$ cat config.mk
export PLATFORM = sky130hd
export DESIGN_NAME = ldsp_top
export DESIGN_NICKNAME = d
export VERILOG_FILES = /design/src/verilog/ldsp_pkg.sv /design/src/verilog/ldsp_pin_drive.sv /design/src/verilog/ldsp_top.sv
export SDC_FILE = /design/constraint.sdc
export NUM_CORES = 1
export LEC_CHECK = 0
export CORE_ASPECT_RATIO = 1.5
export CORE_MARGIN = 2
export CORE_UTILIZATION = 40
export DETAILED_ROUTE_END_ITERATION = 7
export DONT_BUFFER_PORTS = 1
export GPL_ROUTABILITY_DRIVEN = 0
export MAX_ROUTING_LAYER = met4
export PLACE_DENSITY_LB_ADDON = 0.15
export SYNTH_ARGS = -nofsm -noshare
export SYNTH_HDL_FRONTEND = slang
export SYNTH_SLANG_ARGS = --single-unit
$ cat constraint.sdc
create_clock -name SYS_CLK_IN -period 7.05 [get_ports SYS_CLK_IN]
set_clock_uncertainty 0.05 [all_clocks]
set_input_delay 1.41 -clock SYS_CLK_IN [delete_from_list [all_inputs] [get_ports SYS_CLK_IN]]
set_output_delay 1.41 -clock SYS_CLK_IN [all_outputs]
set_load 0.03 [all_outputs]
$ cat src/verilog/ldsp_pkg.sv
`default_nettype none
package ldsp_pkg;
    // Register addresses carried in the low nibble of each serial word
    localparam logic [3:0] LDSP_ADDR_BAND = 4'hF;
    localparam logic [3:0] LDSP_ADDR_LOCK = 4'hD;
    localparam logic [3:0] LDSP_ADDR_PINS = 4'h7;
    localparam int LDSP_WORD_W = 32;
    // Band control fields
    localparam int LDSP_BAND_FORCE_BIT = 12;
    localparam int LDSP_BAND_CODE_LSB = 4;
    localparam logic LDSP_BAND_FORCE_RST = 1'h0;
    localparam logic [7:0] LDSP_BAND_CODE_RST = 8'h80;
    // Lock detect fields
    localparam int LDSP_ERR_LSB = 28;
    localparam int LDSP_PASS_LSB = 18;
    localparam int LDSP_WIN_LSB = 15;
    localparam logic [3:0] LDSP_ERR_RST = 4'h4;
    localparam logic [9:0] LDSP_PASS_RST = 10'h020;
    localparam logic [2:0] LDSP_WIN_RST = 3'h0;
    // Pass target is scaled by eight, a shift of three
    localparam int LDSP_PASS_SHIFT = 3;
    // Phase error windows in tenths of a nanosecond
    localparam logic [7:0] LDSP_WIN_0 = 8'h0A;
    localparam logic [7:0] LDSP_WIN_1 = 8'h11;
    localparam logic [7:0] LDSP_WIN_2 = 8'h1E;
    localparam logic [7:0] LDSP_WIN_3 = 8'h3C;
    localparam logic [7:0] LDSP_WIN_4 = 8'h64;
    localparam logic [7:0] LDSP_WIN_5 = 8'hB4;
    // Status pin configuration fields
    localparam int LDSP_FL_SRC_LSB = 26;
    localparam int LDSP_FL_DRV_LSB = 23;
    localparam int LDSP_FASTLOCK_PIN_INVERT_BIT = 22;
    localparam int LDSP_MUX_SRC_LSB = 17;
    localparam int LDSP_MUX_DRV_LSB = 14;
    localparam int LDSP_MUX_PIN_INVERT_BIT = 13;
    localparam int LDSP_LK_SRC_LSB = 8;
    localparam int LDSP_LK_INV_BIT = 7;
    localparam int LDSP_LK_DRV_LSB = 4;
    localparam logic [4:0] LDSP_SRC_RST = 5'h00;
    localparam logic [4:0] LDSP_MUX_SRC_RST = 5'h04;
    localparam logic [2:0] LDSP_DRV_RST = 3'h0;
    localparam logic [2:0] LDSP_MUX_DRV_RST = 3'h1;
    localparam logic LDSP_INV_RST = 1'h0;
    // Pin driver types
    typedef enum logic [2:0] {
        LDSP_DRV_HIZ = 3'b000,
        LDSP_DRV_PP = 3'b001,
        LDSP_DRV_OD = 3'b010,
        LDSP_DRV_HPP = 3'b011,
        LDSP_DRV_HOD = 3'b100,
        LDSP_DRV_HOS = 3'b101
    } ldsp_drv_t;
    // Number of defined status sources
    localparam int LDSP_NSRC = 16;
endpackage
`default_nettype wire

$ cat src/verilog/ldsp_pin_drive.sv
`timescale 1ns/1ns
`default_nettype none
// One status pin: source select, inversion and driver type
module ldsp_pin_drive
    import ldsp_pkg::*;
(
    input wire logic clk_in,
    input wire logic rst_in,
    input wire logic [LDSP_NSRC-1:0] src_vec_in,
    input wire logic [4:0] src_sel_in,
    input wire logic inv_in,
    input wire logic [2:0] drv_in,
    input wire logic force_en_in,
    input wire logic force_val_in,
    output logic pin_o_out,
    output logic pin_oe_n_out,
    output logic pin_hi_drive_out
);
    logic lvl;
    logic o_d, o_q, oe_n_d, oe_n_q, hd_d, hd_q;

    // Pick and invert the level; reserved sources read as ground
    always_comb begin
        if (force_en_in) begin
            lvl = force_val_in;
        end else if (src_sel_in < 5'(LDSP_NSRC)) begin
            lvl = src_vec_in[src_sel_in[3:0]];
        end else begin
            lvl = 1'b0;
        end
        lvl = lvl ^ inv_in;
    end

    // Driver type decides when the pin is actually driven
    always_comb begin
        o_d = lvl;
        oe_n_d = 1'b1;
        hd_d = 1'b0;
        unique case (drv_in)
            3'h1: oe_n_d = 1'b0;
            3'h2: oe_n_d = lvl;
            3'h3: begin
                oe_n_d = 1'b0;
                hd_d = 1'b1;
            end
            3'h4: begin
                oe_n_d = lvl;
                hd_d = 1'b1;
            end
            3'h5: begin
                oe_n_d = ~lvl;
                hd_d = 1'b1;
            end
            default: oe_n_d = 1'b1; // Off and reserved codes float
        endcase
    end

    always_ff @(posedge clk_in) begin
        if (rst_in) begin
            o_q <= 1'b0;
            oe_n_q <= 1'b1;
            hd_q <= 1'b0;
        end else begin
            o_q <= o_d;
            oe_n_q <= oe_n_d;
            hd_q <= hd_d;
        end
    end

    assign pin_o_out = o_q;
    assign pin_oe_n_out = oe_n_q;
    assign pin_hi_drive_out = hd_q;
endmodule
`default_nettype wire

$ cat src/verilog/ldsp_top.sv
`timescale 1ns/1ns
`default_nettype none
module ldsp_top
    import ldsp_pkg::*;
(
    input wire logic SYS_CLK_IN,
    input wire logic SYS_RST_IN,
    input wire logic PROG_CLK_IN,
    input wire logic PROG_DATA_IN,
    input wire logic PROG_LATCH_IN,
    input wire logic CMP_VALID_IN,
    input wire logic [7:0] CMP_PHASE_ERR_IN,
    input wire logic N_DIV_PULSE_IN,
    input wire logic R_DIV_PULSE_IN,
    input wire logic VTUNE_LOCK_IN,
    input wire logic READBACK_IN,
    input wire logic ANALOG_LOCK_IN,
    input wire logic REF_ACTIVE_IN,
    input wire logic RF_ACTIVE_IN,
    input wire logic CAL_RUNNING_IN,
    input wire logic VTUNE_RANGE_ERR_IN,
    input wire logic CAL_FAIL_LOW_IN,
    input wire logic CAL_FAIL_HIGH_IN,
    input wire logic FASTLOCK_ACTIVE_IN,
    output logic BAND_FORCE_OUT,
    output logic [7:0] BAND_CODE_OUT,
    output logic PHASE_LOCK_OUT,
    output logic LOCK_PIN_O_OUT,
    output logic LOCK_PIN_OE_N_OUT,
    output logic LOCK_PIN_HI_DRIVE_OUT,
    output logic MUX_PIN_O_OUT,
    output logic MUX_PIN_OE_N_OUT,
    output logic MUX_PIN_HI_DRIVE_OUT,
    output logic FAST_PIN_O_OUT,
    output logic FAST_PIN_OE_N_OUT,
    output logic FAST_PIN_HI_DRIVE_OUT
);
    // Serial shifter state and configuration fields
    logic sclk_q, sclk_d, lat_q, lat_d;
    logic [LDSP_WORD_W-1:0] shift_q, shift_d;
    logic band_force_q, band_force_d;
    logic [7:0] band_code_q, band_code_d;
    logic [3:0] err_allow_q, err_allow_d;
    logic [9:0] pass_tgt_q, pass_tgt_d;
    logic [2:0] win_sel_q, win_sel_d;
    logic [4:0] fl_src_q, fl_src_d, mux_src_q, mux_src_d, lk_src_q, lk_src_d;
    logic [2:0] fl_drv_q, fl_drv_d, mux_drv_q, mux_drv_d, lk_drv_q, lk_drv_d;
    logic fastlock_pin_invert_q, fastlock_pin_invert_d, mux_pin_invert_q, mux_pin_invert_d, lk_inv_q, lk_inv_d;
    logic word_done;

    // Word shifts in MSB first on program clock rises, applied on latch rise
    always_comb begin
        sclk_d = PROG_CLK_IN;
        lat_d = PROG_LATCH_IN;
        shift_d = shift_q;
        if (PROG_CLK_IN && !sclk_q) begin
            shift_d = {shift_q[LDSP_WORD_W-2:0], PROG_DATA_IN};
        end
        word_done = PROG_LATCH_IN && !lat_q;
    end

    // Register decode; undisclosed addresses are accepted and dropped
    always_comb begin
        band_force_d = band_force_q;
        band_code_d = band_code_q;
        err_allow_d = err_allow_q;
        pass_tgt_d = pass_tgt_q;
        win_sel_d = win_sel_q;
        fl_src_d = fl_src_q;
        fl_drv_d = fl_drv_q;
        fastlock_pin_invert_d = fastlock_pin_invert_q;
        mux_src_d = mux_src_q;
        mux_drv_d = mux_drv_q;
        mux_pin_invert_d = mux_pin_invert_q;
        lk_src_d = lk_src_q;
        lk_drv_d = lk_drv_q;
        lk_inv_d = lk_inv_q;
        if (word_done) begin
            if (shift_q[3:0] == LDSP_ADDR_BAND) begin
                band_force_d = shift_q[LDSP_BAND_FORCE_BIT];
                band_code_d = shift_q[LDSP_BAND_CODE_LSB +: 8];
            end
            if (shift_q[3:0] == LDSP_ADDR_LOCK) begin
                err_allow_d = shift_q[LDSP_ERR_LSB +: 4];
                pass_tgt_d = shift_q[LDSP_PASS_LSB +: 10];
                win_sel_d = shift_q[LDSP_WIN_LSB +: 3];
            end
            if (shift_q[3:0] == LDSP_ADDR_PINS) begin
                fl_src_d = shift_q[LDSP_FL_SRC_LSB +: 5];
                fl_drv_d = shift_q[LDSP_FL_DRV_LSB +: 3];
                fastlock_pin_invert_d = shift_q[LDSP_FASTLOCK_PIN_INVERT_BIT];
                mux_src_d = shift_q[LDSP_MUX_SRC_LSB +: 5];
                mux_drv_d = shift_q[LDSP_MUX_DRV_LSB +: 3];
                mux_pin_invert_d = shift_q[LDSP_MUX_PIN_INVERT_BIT];
                lk_src_d = shift_q[LDSP_LK_SRC_LSB +: 5];
                lk_drv_d = shift_q[LDSP_LK_DRV_LSB +: 3];
                lk_inv_d = shift_q[LDSP_LK_INV_BIT];
            end
        end
    end

    always_ff @(posedge SYS_CLK_IN) begin
        if (SYS_RST_IN) begin
            sclk_q <= 1'b0;
            lat_q <= 1'b0;
            shift_q <= '0;
            band_force_q <= LDSP_BAND_FORCE_RST;
            band_code_q <= LDSP_BAND_CODE_RST;
            err_allow_q <= LDSP_ERR_RST;
            pass_tgt_q <= LDSP_PASS_RST;
            win_sel_q <= LDSP_WIN_RST;
            fl_src_q <= LDSP_SRC_RST;
            fl_drv_q <= LDSP_DRV_RST;
            fastlock_pin_invert_q <= LDSP_INV_RST;
            mux_src_q <= LDSP_MUX_SRC_RST;
            mux_drv_q <= LDSP_MUX_DRV_RST;
            mux_pin_invert_q <= LDSP_INV_RST;
            lk_src_q <= LDSP_SRC_RST;
            lk_drv_q <= LDSP_DRV_RST;
            lk_inv_q <= LDSP_INV_RST;
        end else begin
            sclk_q <= sclk_d;
            lat_q <= lat_d;
            shift_q <= shift_d;
            band_force_q <= band_force_d;
            band_code_q <= band_code_d;
            err_allow_q <= err_allow_d;
            pass_tgt_q <= pass_tgt_d;
            win_sel_q <= win_sel_d;
            fl_src_q <= fl_src_d;
            fl_drv_q <= fl_drv_d;
            fastlock_pin_invert_q <= fastlock_pin_invert_d;
            mux_src_q <= mux_src_d;
            mux_drv_q <= mux_drv_d;
            mux_pin_invert_q <= mux_pin_invert_d;
            lk_src_q <= lk_src_d;
            lk_drv_q <= lk_drv_d;
            lk_inv_q <= lk_inv_d;
        end
    end

    assign BAND_FORCE_OUT = band_force_q;
    assign BAND_CODE_OUT = band_code_q;

    // Lock detector state
    logic [7:0] win;
    logic in_win;
    logic [12:0] pass_cnt_q, pass_cnt_d;
    logic [4:0] err_cnt_q, err_cnt_d;
    logic locked_q, locked_d;
    logic [12:0] pass_need;

    // Window per code; reserved codes fall back to the tightest window
    always_comb begin
        unique case (win_sel_q)
            3'h1: win = LDSP_WIN_1;
            3'h2: win = LDSP_WIN_2;
            3'h3: win = LDSP_WIN_3;
            3'h4: win = LDSP_WIN_4;
            3'h5: win = LDSP_WIN_5;
            default: win = LDSP_WIN_0;
        endcase
        in_win = CMP_PHASE_ERR_IN <= win;
    end

    // Counting runs only on comparison strobes, so the level never chatters
    always_comb begin
        pass_need = 13'(pass_tgt_q) << LDSP_PASS_SHIFT;
        pass_cnt_d = pass_cnt_q;
        err_cnt_d = err_cnt_q;
        locked_d = locked_q;
        if (CMP_VALID_IN) begin
            if (in_win) begin
                if (pass_cnt_q + 13'h0001 >= pass_need) begin
                    locked_d = 1'b1;
                    pass_cnt_d = '0;
                    err_cnt_d = '0;
                end else begin
                    pass_cnt_d = pass_cnt_q + 13'h0001;
                end
            end else if (err_cnt_q + 5'h01 > 5'(err_allow_q)) begin
                locked_d = 1'b0;
                pass_cnt_d = '0;
                err_cnt_d = '0;
            end else begin
                err_cnt_d = err_cnt_q + 5'h01;
            end
        end
    end

    always_ff @(posedge SYS_CLK_IN) begin
        if (SYS_RST_IN) begin
            pass_cnt_q <= '0;
            err_cnt_q <= '0;
            locked_q <= 1'b0;
        end else begin
            pass_cnt_q <= pass_cnt_d;
            err_cnt_q <= err_cnt_d;
            locked_q <= locked_d;
        end
    end

    assign PHASE_LOCK_OUT = locked_q;

    // Divider pulses feed two-bit counters giving divide by 2 and 4
    logic [1:0] n_div_q, n_div_d, r_div_q, r_div_d;
    always_comb begin
        n_div_d = N_DIV_PULSE_IN ? n_div_q + 2'h1 : n_div_q;
        r_div_d = R_DIV_PULSE_IN ? r_div_q + 2'h1 : r_div_q;
    end

    always_ff @(posedge SYS_CLK_IN) begin
        if (SYS_RST_IN) begin
            n_div_q <= 2'h0;
            r_div_q <= 2'h0;
        end else begin
            n_div_q <= n_div_d;
            r_div_q <= r_div_d;
        end
    end

    // Source vector indexed by select code
    logic [LDSP_NSRC-1:0] src;
    assign src = {CAL_FAIL_HIGH_IN, CAL_FAIL_LOW_IN, VTUNE_RANGE_ERR_IN, CAL_RUNNING_IN,
                  RF_ACTIVE_IN, REF_ACTIVE_IN, ANALOG_LOCK_IN, r_div_q[1], r_div_q[0],
                  n_div_q[1], n_div_q[0], READBACK_IN, locked_q & VTUNE_LOCK_IN,
                  VTUNE_LOCK_IN, locked_q, 1'b0};

    ldsp_pin_drive u_lock_pin (
        .clk_in(SYS_CLK_IN),
        .rst_in(SYS_RST_IN),
        .src_vec_in(src),
        .src_sel_in(lk_src_q),
        .inv_in(lk_inv_q),
        .drv_in(lk_drv_q),
        .force_en_in(1'b0),
        .force_val_in(1'b0),
        .pin_o_out(LOCK_PIN_O_OUT),
        .pin_oe_n_out(LOCK_PIN_OE_N_OUT),
        .pin_hi_drive_out(LOCK_PIN_HI_DRIVE_OUT)
    );

    ldsp_pin_drive u_mux_pin (
        .clk_in(SYS_CLK_IN),
        .rst_in(SYS_RST_IN),
        .src_vec_in(src),
        .src_sel_in(mux_src_q),
        .inv_in(mux_pin_invert_q),
        .drv_in(mux_drv_q),
        .force_en_in(1'b0),
        .force_val_in(1'b0),
        .pin_o_out(MUX_PIN_O_OUT),
        .pin_oe_n_out(MUX_PIN_OE_N_OUT),
        .pin_hi_drive_out(MUX_PIN_HI_DRIVE_OUT)
    );

    // Fast lock pin takes level 0 before inversion while fast lock runs, select ignored
    ldsp_pin_drive u_fast_pin (
        .clk_in(SYS_CLK_IN),
        .rst_in(SYS_RST_IN),
        .src_vec_in(src),
        .src_sel_in(fl_src_q),
        .inv_in(fastlock_pin_invert_q),
        .drv_in(fl_drv_q),
        .force_en_in(FASTLOCK_ACTIVE_IN),
        .force_val_in(1'b0),
        .pin_o_out(FAST_PIN_O_OUT),
        .pin_oe_n_out(FAST_PIN_OE_N_OUT),
        .pin_hi_drive_out(FAST_PIN_HI_DRIVE_OUT)
    );
endmodule
`default_nettype wire
# Word level (Yosys, flattened, before mapping)

Cells that the tools add are included.

Register bits: 119
Latch bits: 0
RAM bits: 0
ROM bits: 0
Input port bits: 26
Output and inout bits: 19
Logic and storage cells: 121
Memories kept: 0

Add/subtract/negate cells: 4
Multipliers: 0
Divide/modulo/power cells: 0
Order comparisons: 9
Equal/unequal tests: 24
Shifts and indexed selects: 0
Muxes and demuxes: 26
Bitwise gates (word level): 7
Reduce and logical (&&, ||, !) cells: 20

Operator list:

| cell                                                                  | number |
|---|---|
| 8-bit case mux with 5 select lines                                    | 1 |
| 13-bit two-way mux                                                    | 3 |
| 3-bit by 2-bit == test with 1-bit output (second input constant)      | 8 |
| 3-bit == test (second input constant)                                 | 8 |
| 4-bit by 5-bit < comparator with 1-bit output (second input constant) | 3 |
| 5-bit < comparator (second input constant)                            | 3 |
| 5-bit two-way mux                                                     | 3 |
| 13-bit by 1-bit adder with 13-bit output (second input constant)      | 1 |
| 13-bit >= comparator                                                  | 1 |
| 1-bit two-way mux                                                     | 13 |
| 1-bit binary-select mux with 4-bit select                             | 3 |
| 3-bit by 1-bit == test with 1-bit output (second input constant)      | 4 |
| 2-bit OR reduction                                                    | 6 |
| 2-bit AND reduction                                                   | 5 |
| 1-bit case mux with 3 select lines                                    | 3 |
| 3-bit OR reduction                                                    | 3 |
| 4-bit == test (second input constant)                                 | 2 |
| 8-bit <= comparator                                                   | 1 |
| 5-bit by 1-bit adder with 5-bit output (second input constant)        | 1 |
| 5-bit by 4-bit greater-than comparator with 1-bit output              | 1 |
| 2-bit by 1-bit adder with 2-bit output (second input constant)        | 2 |
| 4-bit by 3-bit == test with 1-bit output (second input constant)      | 1 |
| 1-bit inverter                                                        | 3 |
| 3-bit AND reduction                                                   | 1 |
| 6 further kinds                                                       | 10 |

# Logic depth before layout (Yosys ltp)

Depth after elaboration: 8
Gate-level depth with buffers: 15
Mapped depth without buffers: 14

# Cells and area by module

A second synthesis with hierarchy kept.

Cells, all modules: 688
Area, all modules: 5,804.3 um^2

By module, submodules not included:

| module         | instances | cells an instance | area an instance (um^2) | sequential area each (um^2) |
|---|---|---|---|---|
| ldsp_top       | 1         | 601               | 4,862.2                 | 2,202.1 |
| ldsp_pin_drive | 3         | 29                | 314.1                   | 60.1 |

# Least setup slack after synthesis

Ideal clock, no wire load.

Path type: input to register
Start point: in CMP_PHASE_ERR_IN[1]
End point: reg pass_cnt_q[11]
Library setup time: 0.137 ns
Data arrival time: 2.910 ns
Data required time: 6.863 ns
Path slack: 3.953 ns
Cell stages on the path: 9
Path buffers: 2
Cell sequence: ha_1 nor2b_1 o211ai_1 a21oi_1 or2_1 buf_6 buf_2 a221oi_2 o32ai_2

Cells in the longest elaborated chain, start to end: 3

Ends and longest elaborated chain:

| item                                 | line            | source |
|---|---|---|
| from (decl)                          | ldsp_top.sv:12  | `input wire logic [7:0] CMP_PHASE_ERR_IN,` |
| 8-bit <= comparator *                | ldsp_top.sv:163 | `in_win = CMP_PHASE_ERR_IN <= win;` |
| 2-bit nonzero test (no source line)  | n/a             |  |
| 2-bit AND reduction (no source line) | n/a             |  |
| to (signal assigned)                 | ldsp_top.sv:197 | `pass_cnt_q <= pass_cnt_d;` |
| to (decl)                            | ldsp_top.sv:148 | `logic [12:0] pass_cnt_q, pass_cnt_d;` |

Mark *: on every way between the ends. The rest lies on a longest branch, timed or not.
A chain may end at the register's enable or synchronous reset.

# Worst setup path in the final report

Start point: reg win_sel_q[1]
End point: reg pass_cnt_q[10]

Cells in the longest elaborated chain, start to end: 5

Ends and longest elaborated chain:

| item                                        | line            | source |
|---|---|---|
| from (decl)                                 | ldsp_top.sv:45  | `logic [2:0] win_sel_q, win_sel_d;` |
| from (signal assigned)                      | ldsp_top.sv:129 | `win_sel_q <= win_sel_d;` |
| 3-bit == test, or another cell as far along | ldsp_top.sv:155 | `unique case (win_sel_q)` |
| 8-bit case mux with 5 select lines *        | ldsp_top.sv:155 |  |
| 8-bit <= comparator *                       | ldsp_top.sv:163 |  |
| 2-bit nonzero test (no source line)         | n/a             |  |
| 2-bit AND reduction (no source line)        | n/a             |  |

Marked as above.

==> results.tsv <==
metric	value	unit
number of synthesized flops with an enable pin	0	
Yosys top cell by area	dfxtp_1	
clk buf depth	2	
Worst Reg-to-Reg Cells	9	
Resized Gates After CTS	0	
Via density	5.28	
WHS	0.407	ns
hpwl dp	8520	um
grt ovf	0	
Hold Vio Cnt, Final	0	
crit path buf inv count	1	
Top Family by Delay on Critical Path	simple AND/OR/NAND/NOR gates	
Die Ht	152	um
DP Area	0.00597	sq mm
RSZ-0062 raised after global routing	false	
effective utilization at floorplan	40.5	%
core area	0.0144	sq mm
post-synthesis sequential area ratio	40.9	%
largest net degree at the start of global routing	118	
commonest cells after routing, fill and taps aside	137 x nand2_1, 119 x dfxtp_1, 68 x a21oi_1	
Clock Pin Slew Worst Setup and Hold Paths	0.06	ns
FP Rows	54	
Slew @ Worst Pin	0.758	ns
Max-cap violations	0	
Pre-antenna DRT Iters	4	
CP startpoint kind	flop	
antenna violations before repair	0	
Synth Flop Type	dfxtp_1	
input/output buffers	0	
Yosys warning count	0	
crit-path max FO	17	
first-pass GRT wire length	20900	um
worst hold start	shift_q[31]$_SDFFE_PP0P_	
Post-layout nets	703	
DRT iter0 DRCs	184	
Switching Share	23.5	%
worst reg2reg endpoint	pass_cnt_q[10]$_SDFFE_PP0P_	
post-route cell area	0.00656	sq mm
vias in the first global route	4396	
DR vias	4542	
Setup Buffers After CTS	0	
cell count after synthesis	662	
Power, Total	1610	uW
Slowest Stage Delay on Critical Path	0.81	ns
flops & latches, synth	119	
Overall Global Routing Usage	17.2	%
CTS tree	done	
worst min-delay path category	flop to flop	
Hold Path End	shift_q[31]$_SDFFE_PP0P_	
Max Slew Vio Count	0	
Comb power frac	3.4	%
Seq pwr share	42.7	%
post-synthesis net count	714	
Rel. slew slack	49.2	%
Post-synth ARST share	0	%
crit path DAT	4.19	ns
CP Capture Type	flop	
IO Pins	45	
Synth top area share	40.9	%
Critical Path Most Common Cell	ha_1	
Peak VDD IR	0.114	mV
hold path cells	2	
Inserted Diodes	0	
max frequency	254	MHz
reg2reg setup slack	3.11	ns
antenna viol nets, final	0	
CTS Hold Buffers Added	0	
Worst EP required	7.30	ns
fillers	1435	
Root Buffer	clkbuf_16	
R2R Path Start	win_sel_q[1]$_SDFFE_PP0P_	
synth top area cells	dfxtp_1 41%, nand2_1 8.8%, a21oi_1 5.8%	
wire per inst	14.7	um
die area	0.0156	sq mm
TritonCTS buffer count	17	
count of final setup violators	0	
pwr/cell area	245	mW/mm^2
Total Wirelength	12600	um
commonest non-fill, non-tap cell in the layout	nand2_1	
Post-route DRC	0	
die width	103	um
clock share of power	53.9	%
Skew-Pair Late Insertion Delay	0.41	ns
Final min period	3.94	ns
cells along the critical path	inv_1 > ha_1 > or4_1 > ha_1 > nand4_1 > o21a_1 > or2_1 > nand4b_1 > o32ai_1	
Cell Area, Synth	0.00583	sq mm
Setup Crit Path Kind	flop to flop	
status	complete, no violations	
Setup TNS Final	0	ns
layout cells sized above 1	11.4	%
post-synthesis average cell area	8.81	sq um
Final period util	55.8	%
area delta synth->final	12.6	%
Slowest cell on crit path	nand4b_1	
Psw	378	uW
cell internal pwr	1230	uW
H-tree levels	4	
number of library cell types mapped by synthesis	53	
Leakage	0.00219	uW
Clock Sinks	119	
==> logic make-up (layout without fill, tap and decap cells) <==
kind of cell	Yosys count	after routing	share of synthesized area, %
DFF	119	119	40.9
xor gates and xnor gates	20	20	3.00
and+or+nand+nor	252	252	19.9
buffers and inverters	72	74	5.00
adders and majority gates	26	26	5.58
muxes	42	42	9.40
AOI/OAI and AO/OA	131	131	16.3
==> worst min-delay path, cell delays in order, from the launching register on <==
cell and delay [ns]:
dfxtp_1 0.31, nand2_1 0.05, a21oi_1 0.05
==> synth_stat cells (all sizes together) (5+ instances only) <==
| cell | n |
|---|---|
| inv | 36 |
| clkbuf | 25 |
| mux4 | 9 |
| nor3 | 6 |
| o211ai | 5 |
| buf | 10 |
| o21ai | 8 |
| a21oi | 68 |
| and3 | 7 |
| a21o | 7 |
| nand2b | 6 |
| xnor2 | 16 |
| nor2 | 42 |
| nand3 | 23 |
| nor2b | 6 |
| dfxtp | 119 |
| mux2i | 30 |
| nand4 | 6 |
| ha | 26 |
| o32ai | 13 |
| a221oi | 11 |
| nand2 | 137 |
| a211oi | 11 |
==> worst max-delay path by stage <==
| stage | start | to | slack (ns) | cells after the start |
|---|---|---|---|---|
| 3_5_place_dp | CMP_PHASE_ERR_IN[7] | pass_cnt_q[10]$_SDFFE_PP0P_ | 3.00 | 7 |
| 4_1_cts | win_sel_q[1]$_SDFFE_PP0P_ | pass_cnt_q[10]$_SDFFE_PP0P_ | 3.11 | 9 |
| 6_report | win_sel_q[1]$_SDFFE_PP0P_ | pass_cnt_q[10]$_SDFFE_PP0P_ | 3.11 | 9 |
| 5_1_grt | win_sel_q[1]$_SDFFE_PP0P_ | pass_cnt_q[10]$_SDFFE_PP0P_ | 2.83 | 9 |
| 2_1_floorplan | CMP_PHASE_ERR_IN[1] | pass_cnt_q[11]$_SDFFE_PP0P_ | 3.95 | 9 |
| 3_3_place_gp | CMP_PHASE_ERR_IN[7] | pass_cnt_q[10]$_SDFFE_PP0P_ | 3.07 | 7 |
==> final cells by class <==
class	count	area [sq um]	share of cell area (%)
Tap cell	196	245	3.74
Timing Repair Buffer	5	37.5	0.572
Inverter	37	139	2.12
Clock inverter	14	166	2.54
Sequential cell	119	2380	36.3
Clock buffer	18	429	6.54
Multi-Input combinational cell	471	3160	48.2
==> registers in the layout, summed over array words and instances, names as in the netlist, 2 cells and up <==
register and count:
r_div_q 2, win_sel_q 3, err_allow_q 4, fl_src_q 5, mux_drv_q 3, pass_tgt_q 10
n_div_q 2, lk_src_q 5, fl_drv_q 3, err_cnt_q 5, shift_q 32, BAND_CODE_OUT 8
pass_cnt_q 13, mux_src_q 5, lk_drv_q 3
==> layer usage <==
metal  up-vias  share of wire (%)  global-route usage, %
met1      2138                 44                   19.7
met3        21                3.8                   4.74
li1       2295                  -                      -
met5         -                  0                      -
met4         0                2.1                   7.37
met2        88                 50                   27.9
==> metrics by stage <==
stage                     setup slack (ns)  util (%)  instances
after floorplan                       3.95         -        662
after CTS                             3.11      45.6        860
after detailed placement              3.00      41.5        828
after global placement                3.07      41.5        828
after global routing                  2.83      45.6        860
final                                 3.11      45.6        860
==> power groups by stage <==
stage	clock [uW]	sequential, uW	combinational [uW]
floorplan	0	699	54.7
global placement	0	701	54.0
detailed placement	0	702	55.1
CTS	887	687	55.3
global route	918	687	60.7
finish	868	687	54.6
(Power assumes the default switching activity.)
